`config.mk`:
```
export PLATFORM = sky130hd
export DESIGN_NAME = cccr_channel_config
export DESIGN_NICKNAME = d
export VERILOG_FILES = /design/src/verilog/cccr_pkg.sv /design/src/verilog/cccr_channel_config.sv
export SDC_FILE = /design/constraint.sdc
export NUM_CORES = 2
export LEC_CHECK = 0
export BUFFER_PORTS_ARGS = -buffer_cell sky130_fd_sc_hd__buf_2
export CORE_MARGIN = 3
export CORE_UTILIZATION = 45
export DETAILED_ROUTE_END_ITERATION = 8
export GPL_TIMING_DRIVEN = 0
export HOLD_SLACK_MARGIN = 0.1
export PLACE_DENSITY = 0.61
export RECOVER_POWER = 100
export SKIP_LAST_GASP = 1
export SLEW_MARGIN = 30
export SYNTH_ARGS = -nofsm -noshare
export SYNTH_HDL_FRONTEND = slang
export SYNTH_SLANG_ARGS = --single-unit
```
`constraint.sdc`:
```
create_clock -name mclk -period 31.8 [get_ports mclk]
set_input_delay 1.59 -clock mclk [delete_from_list [all_inputs] [get_ports mclk]]
set_output_delay 1.59 -clock mclk [all_outputs]
set_load 0.02 [all_outputs]
```
`src/verilog/cccr_pkg.sv`:
```
// package for the codec channel configuration register group
// assumes one 10 MHz clock domain and byte-wide command decoding upstream
package cccr_pkg;

    // ==========================================================
    // channel count and gain number format
    localparam int NCH       = 4;
    localparam int GAIN_W    = 24;
    localparam logic signed [GAIN_W-1:0] GAIN_ONE = 24'sh010000;

    // ==========================================================
    // command codes
    localparam logic [7:0] CMD_OPFUNC_WR = 8'h60;
    localparam logic [7:0] CMD_OPFUNC_RD = 8'h61;
    localparam logic [7:0] CMD_MASK_WR   = 8'h6c;
    localparam logic [7:0] CMD_MASK_RD   = 8'h6d;
    localparam logic [7:0] CMD_OPCOND_WR = 8'h70;
    localparam logic [7:0] CMD_OPCOND_RD = 8'h71;
    localparam logic [7:0] CMD_REV_RD    = 8'h73;
    localparam logic [7:0] CMD_TXGAIN_WR = 8'h80;
    localparam logic [7:0] CMD_TXGAIN_RD = 8'h81;
    localparam logic [7:0] CMD_RXGAIN_WR = 8'h82;
    localparam logic [7:0] CMD_RXGAIN_RD = 8'h83;

    // ==========================================================
    // reset values, also the fixed default gain coefficients
    localparam logic [7:0]  OPFUNC_RST = 8'h00;
    localparam logic [7:0]  MASK_RST   = 8'hff;
    localparam logic [7:0]  OPCOND_RST = 8'h00;
    localparam logic [15:0] TXGAIN_RST = 16'ha9f0;
    localparam logic [15:0] RXGAIN_RST = 16'h23a1;
    // evaluated gains of the default coefficients, q8.16
    localparam logic [GAIN_W-1:0] TXGAIN_VAL_RST = 24'h01fec0;
    localparam logic [GAIN_W-1:0] RXGAIN_VAL_RST = 24'h005b00;

    // ==========================================================
    // operating function fields
    localparam int OF_LINEAR = 7;
    localparam int OF_MULAW  = 6;
    localparam int OF_SEL_RX = 5;
    localparam int OF_SEL_TX = 4;
    localparam int OF_SEL_LO = 0;

    // ==========================================================
    // operating condition fields
    localparam int OC_TXCUT  = 7;
    localparam int OC_RXCUT  = 6;
    localparam int OC_HPBYP  = 5;
    localparam int OC_RXLOSS = 4;
    localparam int OC_TXARM  = 3;
    localparam int OC_IFLOOP = 2;
    localparam int OC_FDLOOP = 1;
    localparam int OC_TONE   = 0;

    // ==========================================================
    // command sequencer states
    typedef enum logic [2:0] {
        ST_IDLE = 3'b001,
        ST_WR   = 3'b010,
        ST_RD   = 3'b100
    } cccr_state_t;

    typedef struct packed {
        cccr_state_t                    st;
        logic [7:0]                     cmd;
        logic [7:0]                     hold;
        logic                           firstDone;
        logic [NCH-1:0]                 target;
        logic [15:0]                    rdShift;
        logic [1:0]                     rdLeft;
        logic [7:0]                     rdByte;
        logic                           rdValid;
        logic [NCH-1:0][7:0]            opFunc;
        logic [NCH-1:0][7:0]            opCond;
        logic [NCH-1:0][15:0]           txCoef;
        logic [NCH-1:0][15:0]           rxCoef;
        logic [7:0]                     mask;
        logic [7:0]                     lineSeen;
        logic                           lineEvt;
        logic [NCH-1:0][GAIN_W-1:0]     txGain;
        logic [NCH-1:0][GAIN_W-1:0]     rxGain;
    } cccr_regs_t;

endpackage
```
`src/verilog/cccr_channel_config.sv`:
```
// per-channel configuration registers reached by host byte commands
// assumes command, data and read strobes and line bits come from mclk logic
// Overview of operation
// 60/61 write/read operating function byte
// bit7 linear coding, bit6 mu-law law
// select bits pick default or programmed coefficients
// default gains fixed, separate from programmed
// 6C/6D mask byte, resets to ff
// masked line change never raises interrupt
// mask and revision ignore channel enables
// 70/71 operating conditions byte, reset zero
// transmit cutoff bit disconnects transmit path
// receive cutoff bit cuts receive path
// receive cutoff also disables b stage
// highpass active unless bypass bit set
// receive loss bit inserts 6 dB
// arm bit arms transmit interrupt
// interface loopback bit enables slot loopback
// full digital loopback bit enables it
// tone bit injects 1 kHz receive tone
// 73 reads fixed 8-bit revision code
// sign field 0 is plus, 1 minus
// 80/81 transmit gain, byte1 then byte2
// transmit gain is one plus nested product
// 82/83 receive gain, nibble sign shift
// receive gain nested product, reset 23a1
// per-channel commands need channel enable set
// reads return stored value, no side effect
`timescale 1ns/1ps

module cccr_channel_config #(
    parameter logic [7:0] REVISION_CODE = 8'h01  // arbitrary value
) (
    input  wire logic                                       mclk,
    input  wire logic                                       reset,
    input  wire logic                                       cmdValid,
    input  wire logic [7:0]                                 cmdByte,
    input  wire logic                                       dataValid,
    input  wire logic [7:0]                                 dataByte,
    input  wire logic                                       readReq,
    output logic [7:0]                                      readByte,
    output logic                                            readValid,
    input  wire logic [cccr_pkg::NCH-1:0]                   chanEnable,
    input  wire logic [7:0]                                 lineBits,
    output logic                                            lineIntEvent,
    output logic [cccr_pkg::NCH-1:0]                        codingLinear,
    output logic [cccr_pkg::NCH-1:0]                        muLaw,
    output logic [cccr_pkg::NCH*6-1:0]                      programSelect,
    output logic [cccr_pkg::NCH-1:0]                        txPathEnable,
    output logic [cccr_pkg::NCH-1:0]                        rxPathEnable,
    output logic [cccr_pkg::NCH-1:0]                        bStageEnable,
    output logic [cccr_pkg::NCH-1:0]                        highpassEnable,
    output logic [cccr_pkg::NCH-1:0]                        rxLossInsert,
    output logic [cccr_pkg::NCH-1:0]                        txIntArm,
    output logic [cccr_pkg::NCH-1:0]                        interfaceLoopback,
    output logic [cccr_pkg::NCH-1:0]                        fullDigitalLoopback,
    output logic [cccr_pkg::NCH-1:0]                        testToneEnable,
    output logic [cccr_pkg::NCH*cccr_pkg::GAIN_W-1:0]       txGain,
    output logic [cccr_pkg::NCH*cccr_pkg::GAIN_W-1:0]       rxGain
);

    // ==========================================================
    // helper functions
    function automatic logic isTwoByte(input logic [7:0] c);
        return (c == cccr_pkg::CMD_TXGAIN_WR) || (c == cccr_pkg::CMD_RXGAIN_WR) ||
               (c == cccr_pkg::CMD_TXGAIN_RD) || (c == cccr_pkg::CMD_RXGAIN_RD);
    endfunction

    // one signed shift stage of a coefficient
    function automatic logic signed [cccr_pkg::GAIN_W-1:0] gainStage(
        input logic [3:0]                            nib,
        input logic signed [cccr_pkg::GAIN_W-1:0]   x
    );
        logic signed [cccr_pkg::GAIN_W-1:0] v;
        v = x >>> nib[2:0];
        return nib[3] ? -v : v;
    endfunction

    // nested gain product in q8.16
    function automatic logic signed [cccr_pkg::GAIN_W-1:0] gainValue(
        input logic [15:0] c,
        input logic        addOne
    );
        logic signed [cccr_pkg::GAIN_W-1:0] t;
        t = cccr_pkg::GAIN_ONE + gainStage(c[15:12], cccr_pkg::GAIN_ONE);
        t = cccr_pkg::GAIN_ONE + gainStage(c[11:8], t);
        t = cccr_pkg::GAIN_ONE + gainStage(c[7:4], t);
        t = gainStage(c[3:0], t);
        return addOne ? cccr_pkg::GAIN_ONE + t : t;  // see R21
    endfunction

    // lowest enabled channel index, for reads
    function automatic logic [1:0] lowestChan(input logic [cccr_pkg::NCH-1:0] en);
        logic [1:0] idx;
        idx = 2'd0;
        for (int i = cccr_pkg::NCH - 1; i >= 0; i--) begin
            if (en[i]) begin
                idx = 2'(i);
            end
        end
        return idx;
    endfunction

    // ==========================================================
    // state
    cccr_pkg::cccr_regs_t q;
    cccr_pkg::cccr_regs_t n;

    logic       wrCommit;
    logic [1:0] rdChan;
    logic       anyEn;
    logic [7:0] lineChange;

    assign wrCommit   = (q.st == cccr_pkg::ST_WR) && dataValid && !cmdValid &&
                        (!isTwoByte(q.cmd) || q.firstDone);
    assign rdChan     = lowestChan(chanEnable);
    assign anyEn      = |chanEnable;
    assign lineChange = lineBits ^ q.lineSeen;

    // ==========================================================
    // next state
    always_comb begin
        n         = q;
        n.rdValid = 1'b0;
        n.lineSeen = lineBits;
        n.lineEvt = |(lineChange & ~q.mask);  // see R6

        if (cmdValid) begin
            n.cmd       = cmdByte;
            n.firstDone = 1'b0;
            n.target    = chanEnable;
            n.rdLeft    = isTwoByte(cmdByte) ? 2'd2 : 2'd1;
            n.st        = cccr_pkg::ST_RD;
            unique case (cmdByte)
                cccr_pkg::CMD_OPFUNC_WR, cccr_pkg::CMD_MASK_WR, cccr_pkg::CMD_OPCOND_WR,
                cccr_pkg::CMD_TXGAIN_WR, cccr_pkg::CMD_RXGAIN_WR: begin
                    n.st = cccr_pkg::ST_WR;
                end
                cccr_pkg::CMD_OPFUNC_RD: begin
                    n.rdShift = {anyEn ? q.opFunc[rdChan] : 8'h00, 8'h00};  // see R1
                end
                cccr_pkg::CMD_MASK_RD: begin
                    n.rdShift = {q.mask, 8'h00};  // see R5
                end
                cccr_pkg::CMD_OPCOND_RD: begin
                    n.rdShift = {anyEn ? q.opCond[rdChan] : 8'h00, 8'h00};
                end
                cccr_pkg::CMD_REV_RD: begin
                    n.rdShift = {REVISION_CODE, 8'h00};
                end
                cccr_pkg::CMD_TXGAIN_RD: begin
                    n.rdShift = anyEn ? q.txCoef[rdChan] : 16'h0000;
                end
                cccr_pkg::CMD_RXGAIN_RD: begin
                    n.rdShift = anyEn ? q.rxCoef[rdChan] : 16'h0000;
                end
                default: begin
                    n.st = cccr_pkg::ST_IDLE;
                end
            endcase
        end else begin
            unique case (q.st)
                cccr_pkg::ST_IDLE: begin
                end
                cccr_pkg::ST_WR: begin
                    if (dataValid && !wrCommit) begin
                        n.hold      = dataByte;
                        n.firstDone = 1'b1;
                    end
                    if (wrCommit) begin
                        n.st = cccr_pkg::ST_IDLE;
                        if (q.cmd == cccr_pkg::CMD_MASK_WR) begin
                            n.mask = dataByte;  // see R5
                        end
                        for (int c = 0; c < cccr_pkg::NCH; c++) begin
                            if (q.target[c]) begin
                                if (q.cmd == cccr_pkg::CMD_OPFUNC_WR) begin
                                    n.opFunc[c] = dataByte;
                                end
                                if (q.cmd == cccr_pkg::CMD_OPCOND_WR) begin
                                    n.opCond[c] = dataByte;
                                end
                                if (q.cmd == cccr_pkg::CMD_TXGAIN_WR) begin
                                    n.txCoef[c] = {q.hold, dataByte};
                                end
                                if (q.cmd == cccr_pkg::CMD_RXGAIN_WR) begin
                                    n.rxCoef[c] = {q.hold, dataByte};
                                end
                            end
                        end
                    end
                end
                cccr_pkg::ST_RD: begin
                    if (readReq && q.rdLeft != 2'd0) begin
                        n.rdByte  = q.rdShift[15:8];
                        n.rdShift = {q.rdShift[7:0], 8'h00};
                        n.rdValid = 1'b1;
                        n.rdLeft  = q.rdLeft - 2'd1;
                        if (q.rdLeft == 2'd1) begin
                            n.st = cccr_pkg::ST_IDLE;
                        end
                    end
                end
            endcase
        end

        // gains from fixed defaults or programmed store
        for (int c = 0; c < cccr_pkg::NCH; c++) begin
            n.txGain[c] = gainValue(n.opFunc[c][cccr_pkg::OF_SEL_TX] ? n.txCoef[c]
                                                                    : cccr_pkg::TXGAIN_RST, 1'b1);  // see R3
            n.rxGain[c] = gainValue(n.opFunc[c][cccr_pkg::OF_SEL_RX] ? n.rxCoef[c]
                                                                    : cccr_pkg::RXGAIN_RST, 1'b0);  // see R3
        end
    end

    // ==========================================================
    // registers
    always_ff @(posedge mclk or posedge reset) begin
        if (reset) begin
            q           <= '0;
            q.st        <= cccr_pkg::ST_IDLE;
            q.mask      <= cccr_pkg::MASK_RST;
            q.opFunc    <= {cccr_pkg::NCH{cccr_pkg::OPFUNC_RST}};
            q.opCond    <= {cccr_pkg::NCH{cccr_pkg::OPCOND_RST}};
            q.txCoef    <= {cccr_pkg::NCH{cccr_pkg::TXGAIN_RST}};
            q.rxCoef    <= {cccr_pkg::NCH{cccr_pkg::RXGAIN_RST}};
            q.txGain    <= {cccr_pkg::NCH{cccr_pkg::TXGAIN_VAL_RST}};
            q.rxGain    <= {cccr_pkg::NCH{cccr_pkg::RXGAIN_VAL_RST}};
        end else begin
            q <= n;
        end
    end

    // ==========================================================
    // outputs
    assign readByte     = q.rdByte;
    assign readValid    = q.rdValid;
    assign lineIntEvent = q.lineEvt;

    for (genvar c = 0; c < cccr_pkg::NCH; c++) begin : g_ch
        assign codingLinear[c]        = q.opFunc[c][cccr_pkg::OF_LINEAR];
        assign muLaw[c]               = q.opFunc[c][cccr_pkg::OF_MULAW];
        assign programSelect[c*6 +: 6] = q.opFunc[c][cccr_pkg::OF_SEL_LO +: 6];
        assign txPathEnable[c]        = !q.opCond[c][cccr_pkg::OC_TXCUT];
        assign rxPathEnable[c]        = !q.opCond[c][cccr_pkg::OC_RXCUT];
        assign bStageEnable[c]        = !q.opCond[c][cccr_pkg::OC_RXCUT];
        assign highpassEnable[c]      = !q.opCond[c][cccr_pkg::OC_HPBYP];
        assign rxLossInsert[c]        = q.opCond[c][cccr_pkg::OC_RXLOSS];
        assign txIntArm[c]            = q.opCond[c][cccr_pkg::OC_TXARM];
        assign interfaceLoopback[c]   = q.opCond[c][cccr_pkg::OC_IFLOOP];
        assign fullDigitalLoopback[c] = q.opCond[c][cccr_pkg::OC_FDLOOP];
        assign testToneEnable[c]      = q.opCond[c][cccr_pkg::OC_TONE];
        assign txGain[c*cccr_pkg::GAIN_W +: cccr_pkg::GAIN_W] = q.txGain[c];
        assign rxGain[c*cccr_pkg::GAIN_W +: cccr_pkg::GAIN_W] = q.rxGain[c];
    end
endmodule

```
Yosys cells after proc, flatten, opt, wreduce, memory -nomap -nowiden
Index checks and enable logic that the tools add are counted.
- register bits after elaboration: 452
- logic and storage cells: 321
- add/sub/neg operators: 61
- $lt $le $gt $ge: 1
- eq/ne operators: 25
- shift operators: 32
- muxes and demuxes: 106
- bitwise gates (word level): 4
- reductions and logical operators: 52
- operator list (operator ; count):
    24-bit 2-to-1 mux ; 32
    24-bit negation ; 32
    18-bit by 24-bit adder with 24-bit output, first input constant ; 28
    24-bit by 3-bit >>> shifter with 24-bit output ; 24
    16-bit 2-to-1 mux ; 28
    200-bit 2-to-1 mux ; 2
    201-bit 2-to-1 mux ; 1
    18-bit by 3-bit >>> shifter with 24-bit output, first input constant ; 8
    8-bit 2-to-1 mux ; 21
    16-bit one-hot mux with 6 select lines ; 1
    8-bit by 7-bit equality test with 1-bit output, second input constant ; 10
    16-bit binary-select mux with 2-bit select ; 2
    8-bit equality test, second input constant ; 8
    27-bit 2-to-1 mux ; 2
    5-bit AND reduction ; 8
    8-bit binary-select mux with 2-bit select ; 2
    18-bit 2-to-1 mux ; 1
    1-bit logical NOT ; 15
    3-bit 2-to-1 mux ; 4
    3-bit one-hot mux with 2 select lines ; 2
    2-bit 2-to-1 mux ; 5
    2-bit nonzero test ; 5
    3-bit inequality test, second input constant ; 3
    3-bit AND reduction ; 3
    other kinds (20) ; 34

Depth between registers and ports, before layout
- word-level depth: 27
- gate-level depth with buffers: 61
- mapped depth without buffers: 54

Least setup slack after synthesis
OpenSTA, ideal clock, no wires.
- path type: input to register
- start: input port dataValid
- end: register, netlist name txGain[44]
- arrival: 12649 ps
- data required time: 31676 ps
- path slack: 19027 ps
- cell stages on the path: 55
- buffers on the path: 10
- cells stage by stage: nand4bb_1 buf_2 buf_1 o41ai_2 and2_1 buf_2 buf_2 buf_2 buf_1 nor2_1 nand2_1 ha_1 clkbuf_1 nor2_1 mux2i_1 a21o_1 a211oi_1 a211oi_1 [19 not listed] buf_1 and3_1 or4b_1 clkbuf_1 a211o_1 a21oi_1 o41ai_1 nor2_1 o32ai_1 a311o_1 nor3_2 a31oi_1 xor2_1 ha_1 o21bai_1 a21oi_1 a211o_1 xnor2_1
- RTL lines (element ; line ; source):
    start, declared ; cccr_channel_config.sv:38 ; input wire logic dataValid,

==> results.yml <==
run_status:
  status: "finished, violations left"
  violations: "max-capacitance violations, max-slew violations"
placement:
  io_buffers: 294
  post-place-ws_ns: 15.46
  dp_hpwl_mm: 256
  place_congestion: 1.06
  place_area_sq_um: 76100
sta:
  finalClockSkew_ns: 0.0415
  fmax_mhz: 49.1
  period_minus_slack_ns: 20.38
  final.setup.worst_slack_ns: 11.42
  grt_setup_unrepaired: "false"
  tns_ns: 0
  hold_violations: 0
  relSlewSlack: -2.21
  tightest_slew_ns: 4.82
  slew_violations: 447
  setup_viol: 0
  min_period_over_period: 0.641
yosys:
  syn_area_sq_um: 71800
  syn_avg_cell_area_sq_um: 7.10
  synth-seq-cells: 452
  synth_edf_count: 0
  yosys_warnings: 0
  syn_nets: 10200
  ys_seq_area_frac: 0.160
  synthCells: 10100
  synth_ff_type: "dfrtp_1"
  netlist-cell-type-count: 145
  synth-async-reset-ratio: 1.00
clock_tree:
  cts_tree: "built"
  cts-root-buf: "clkbuf_16"
  insertion_delay_ns: 0.72
  cts_buffer_depth: 3
  cts_hold_buf: 0
  clk_pin_slew_worst_paths_ns: 0.06
  clock-sinks: 452
  ctsHtreeMaxLevel: 2
  postCtsSetupBuffers: 0
  cts_resized: 0
  cts_made_buffers: 59
critical_path:
  critPathKind: "primary input to flip-flop"
  ff2ff_path_depth: 51
  endpoint: "txGain[44]"
  crit_slowest_cell: "a2111oi_0"
  end_kind: "flip-flop"
  reg2reg_slack_ns: 12.19
  cp.arrival_ns: 20.94
  worst_path_most_repeated_cell: "clkbuf_1"
  required_ns: 32.36
  cp_max_fo: 10
  r2r-start: "q[451]"
  cpPeakStageDelay_ns: 2.36
  r2r-end: "txGain[44]"
  worst_setup_path_start_kind: "primary input"
  cp-startpoint: "dataValid"
job:
  maxCapViolCount: 10
route:
  drtIter0Drc: 10900
  avgRoutedWirePerCell_um: 25.8
  drc_errors: 0
  vias: 86200
  drt_first_pass_iters: 9
  wl_mm: 326
  antenna_left: 0
  viasPerCell: 6.83
pwr:
  p_switching_uw: 375
  peakVddDrop_mv: 0.0412
  intPower_mw: 1.00
  leakage_nw: 30.4
  p_total_mw: 1.38
  p_per_area_nw_per_um2: 17.8
  p_clk_frac: 0.515
  combPwrFrac: 0.061
  sequentialPowerShare: 0.424
  switching_share: 0.272
final_layout:
  fillers: 16300
  ff_latch_area_sq_um: 11500
  area_growth_pct: 7.86
  multi_input_area_sq_um: 54500
  final_area_sq_um: 77400
  final_util: 0.492
  finish.net_count: 10600
  drive_above_1_share: 0.106
floorplan:
  die_h_um: 405
  coreArea_sq_um: 157000
  ios: 303
  start_util: 0.456
  die_w_um: 405
  die-area_sq_um: 164000
  num_rows: 145
global_routing:
  grt_pass1_vias: 79000
  met3_usage: 0.0625
  grtUsageMet1: 0.517
  grt_pass1_wl_mm: 491
  top_usage_layer: "met2"
  grt_max_degree: 95
  grt_use_total: 0.376
  globalRouteOverflowTotal: 0
  use_met2: 0.586
  antenna_found_initial: 29
min_path:
  hp-start: "q[412]"
  hp-class: "flip-flop to flip-flop"
## metrics by stage
stage	hold WS [ns]	instances
finish	0.473	12600
CTS	0.475	12600
floorplan	0.441	10100
global placement	0.456	12500
global route	0.512	12600
detailed placement	0.461	12500
## cells in the mapped netlist, types with 64 or more instances
cell type / count / area share
mux2_2: 172 / 0.027
o21a_1: 98 / 0.010
clkbuf_1: 551 / 0.029
o31ai_1: 120 / 0.013
and3_1: 140 / 0.012
o21ai_1: 64 / 0.0045
buf_2: 86 / 0.0060
inv_1: 176 / 0.0092
and2_1: 176 / 0.015
nand2_1: 1184 / 0.062
nor2_1: 964 / 0.050
nor3_1: 344 / 0.024
a31oi_1: 231 / 0.020
o211ai_1: 179 / 0.019
xor2_1: 147 / 0.018
a221oi_1: 65 / 0.0079
a22oi_1: 71 / 0.0074
nand2b_1: 105 / 0.0091
or2_2: 68 / 0.0059
o21ai_0: 614 / 0.043
dfrtp_1: 327 / 0.11
nor4_1: 91 / 0.0079
o22ai_1: 121 / 0.011
or3_1: 78 / 0.0068
a21oi_1: 618 / 0.043
nand3_1: 376 / 0.026
dfstp_2: 125 / 0.046
a21o_1: 91 / 0.0095
mux2i_1: 274 / 0.038
a211oi_1: 216 / 0.023
a211o_1: 67 / 0.0082
buf_4: 268 / 0.028
xnor2_1: 320 / 0.039
nand4_1: 151 / 0.013
## layout make-up
cell class                      instances  area share
Antenna cell                           21    0.000679
Buffer                                973      0.0618
Clock buffer                           78      0.0213
Clock inverter                         34     0.00517
Inverter                              199     0.00966
Multi-Input combinational cell       8492       0.704
Sequential cell                       452       0.148
Tap cell                             2058      0.0333
Timing Repair Buffer                  303      0.0158
## power groups by stage
stage | registers [mW] | logic [mW] | clock network [mW]
after global placement | 0.594 | 0.0809 | 0
after detailed placement | 0.594 | 0.0850 | 0
after floorplan | 0.592 | 0.0484 | 0
after CTS | 0.584 | 0.0853 | 0.726
final | 0.584 | 0.0845 | 0.709
after global routing | 0.584 | 0.0883 | 0.747
## kinds of logic (layout without fill, tap and decap cells)
kind of cell               Yosys count  count (layout)  share of synthesized area
AOI/OAI and AO/OA                 3474            3474                      0.341
xor gates and xnor gates           475             475                     0.0592
adders and majority gates           62              62                     0.0108
buffers and inverters             1172            1587                     0.0776
DFF                                452             452                      0.160
muxes                              494             494                     0.0795
other                                0              21                          0
and+or+nand+nor                   3987            3987                      0.273
## worst max-delay path: cells and delay by family
family | cells | cell delay, ns
compound gates | 20 | 6.66
buf+inv | 7 | 2.74
xor+xnor | 5 | 1.17
simple gates | 15 | 7.01
mux | 1 | 0.68
fa+ha+maj | 4 | 1.07
## worst min-delay path by stage
stage,endpoint,slack (ns),cells past startpoint
final,q[412],0.47,2
after global routing,q[412],0.51,2
after CTS,q[412],0.48,2
after detailed placement,q[412],0.46,2
after global placement,q[412],0.46,2
after floorplan,q[412],0.44,2
## cell usage in the layout (no fill, tap or decap), types with 66 or more instances in the layout
cell	synthesis	layout
xnor2_1	320	320
inv_1	176	180
buf_2	86	80
nand2_1	1184	1185
a22oi_1	71	71
a21oi_1	618	619
clkbuf_1	551	870
o22ai_1	121	121
o21a_1	98	98
a211oi_1	216	216
and2_1	176	157
o31ai_1	120	120
nor3_1	344	344
buf_4	268	258
dfrtp_1	327	327
o21ai_0	614	624
nand4_1	151	155
mux2i_1	274	275
nor4_1	91	96
dfstp_2	125	125
a221oi_1	65	66
o211ai_1	179	179
a211o_1	67	67
and3_1	140	140
or3_1	78	79
nor2_1	964	966
mux2_2	172	164
xor2_1	147	148
a21o_1	91	91
nand2b_1	105	105
nand3_1	376	380
or2_2	68	68
a31oi_1	231	231
## sequential cells by signal, summed over array words and instances (netlist names)
signal,cells
fullDigitalLoopback,4
lineIntEvent,1
txGain,96
interfaceLoopback,4
rxGain,96
readValid,1
programSelect,24
q,198
rxLossInsert,4
txIntArm,4
testToneEnable,4
codingLinear,4
readByte,8
muLaw,4
## layer usage
| layer | share of wire | vias up |
|---|---|---|
| li1 | - | 38900 |
| met1 | 0.42 | 41800 |
| met3 | 0.093 | 725 |
| met4 | 0.047 | 8 |
| met2 | 0.44 | 4740 |
| met5 | 0.00017 | - |
Power figures use the tool's default switching activity.
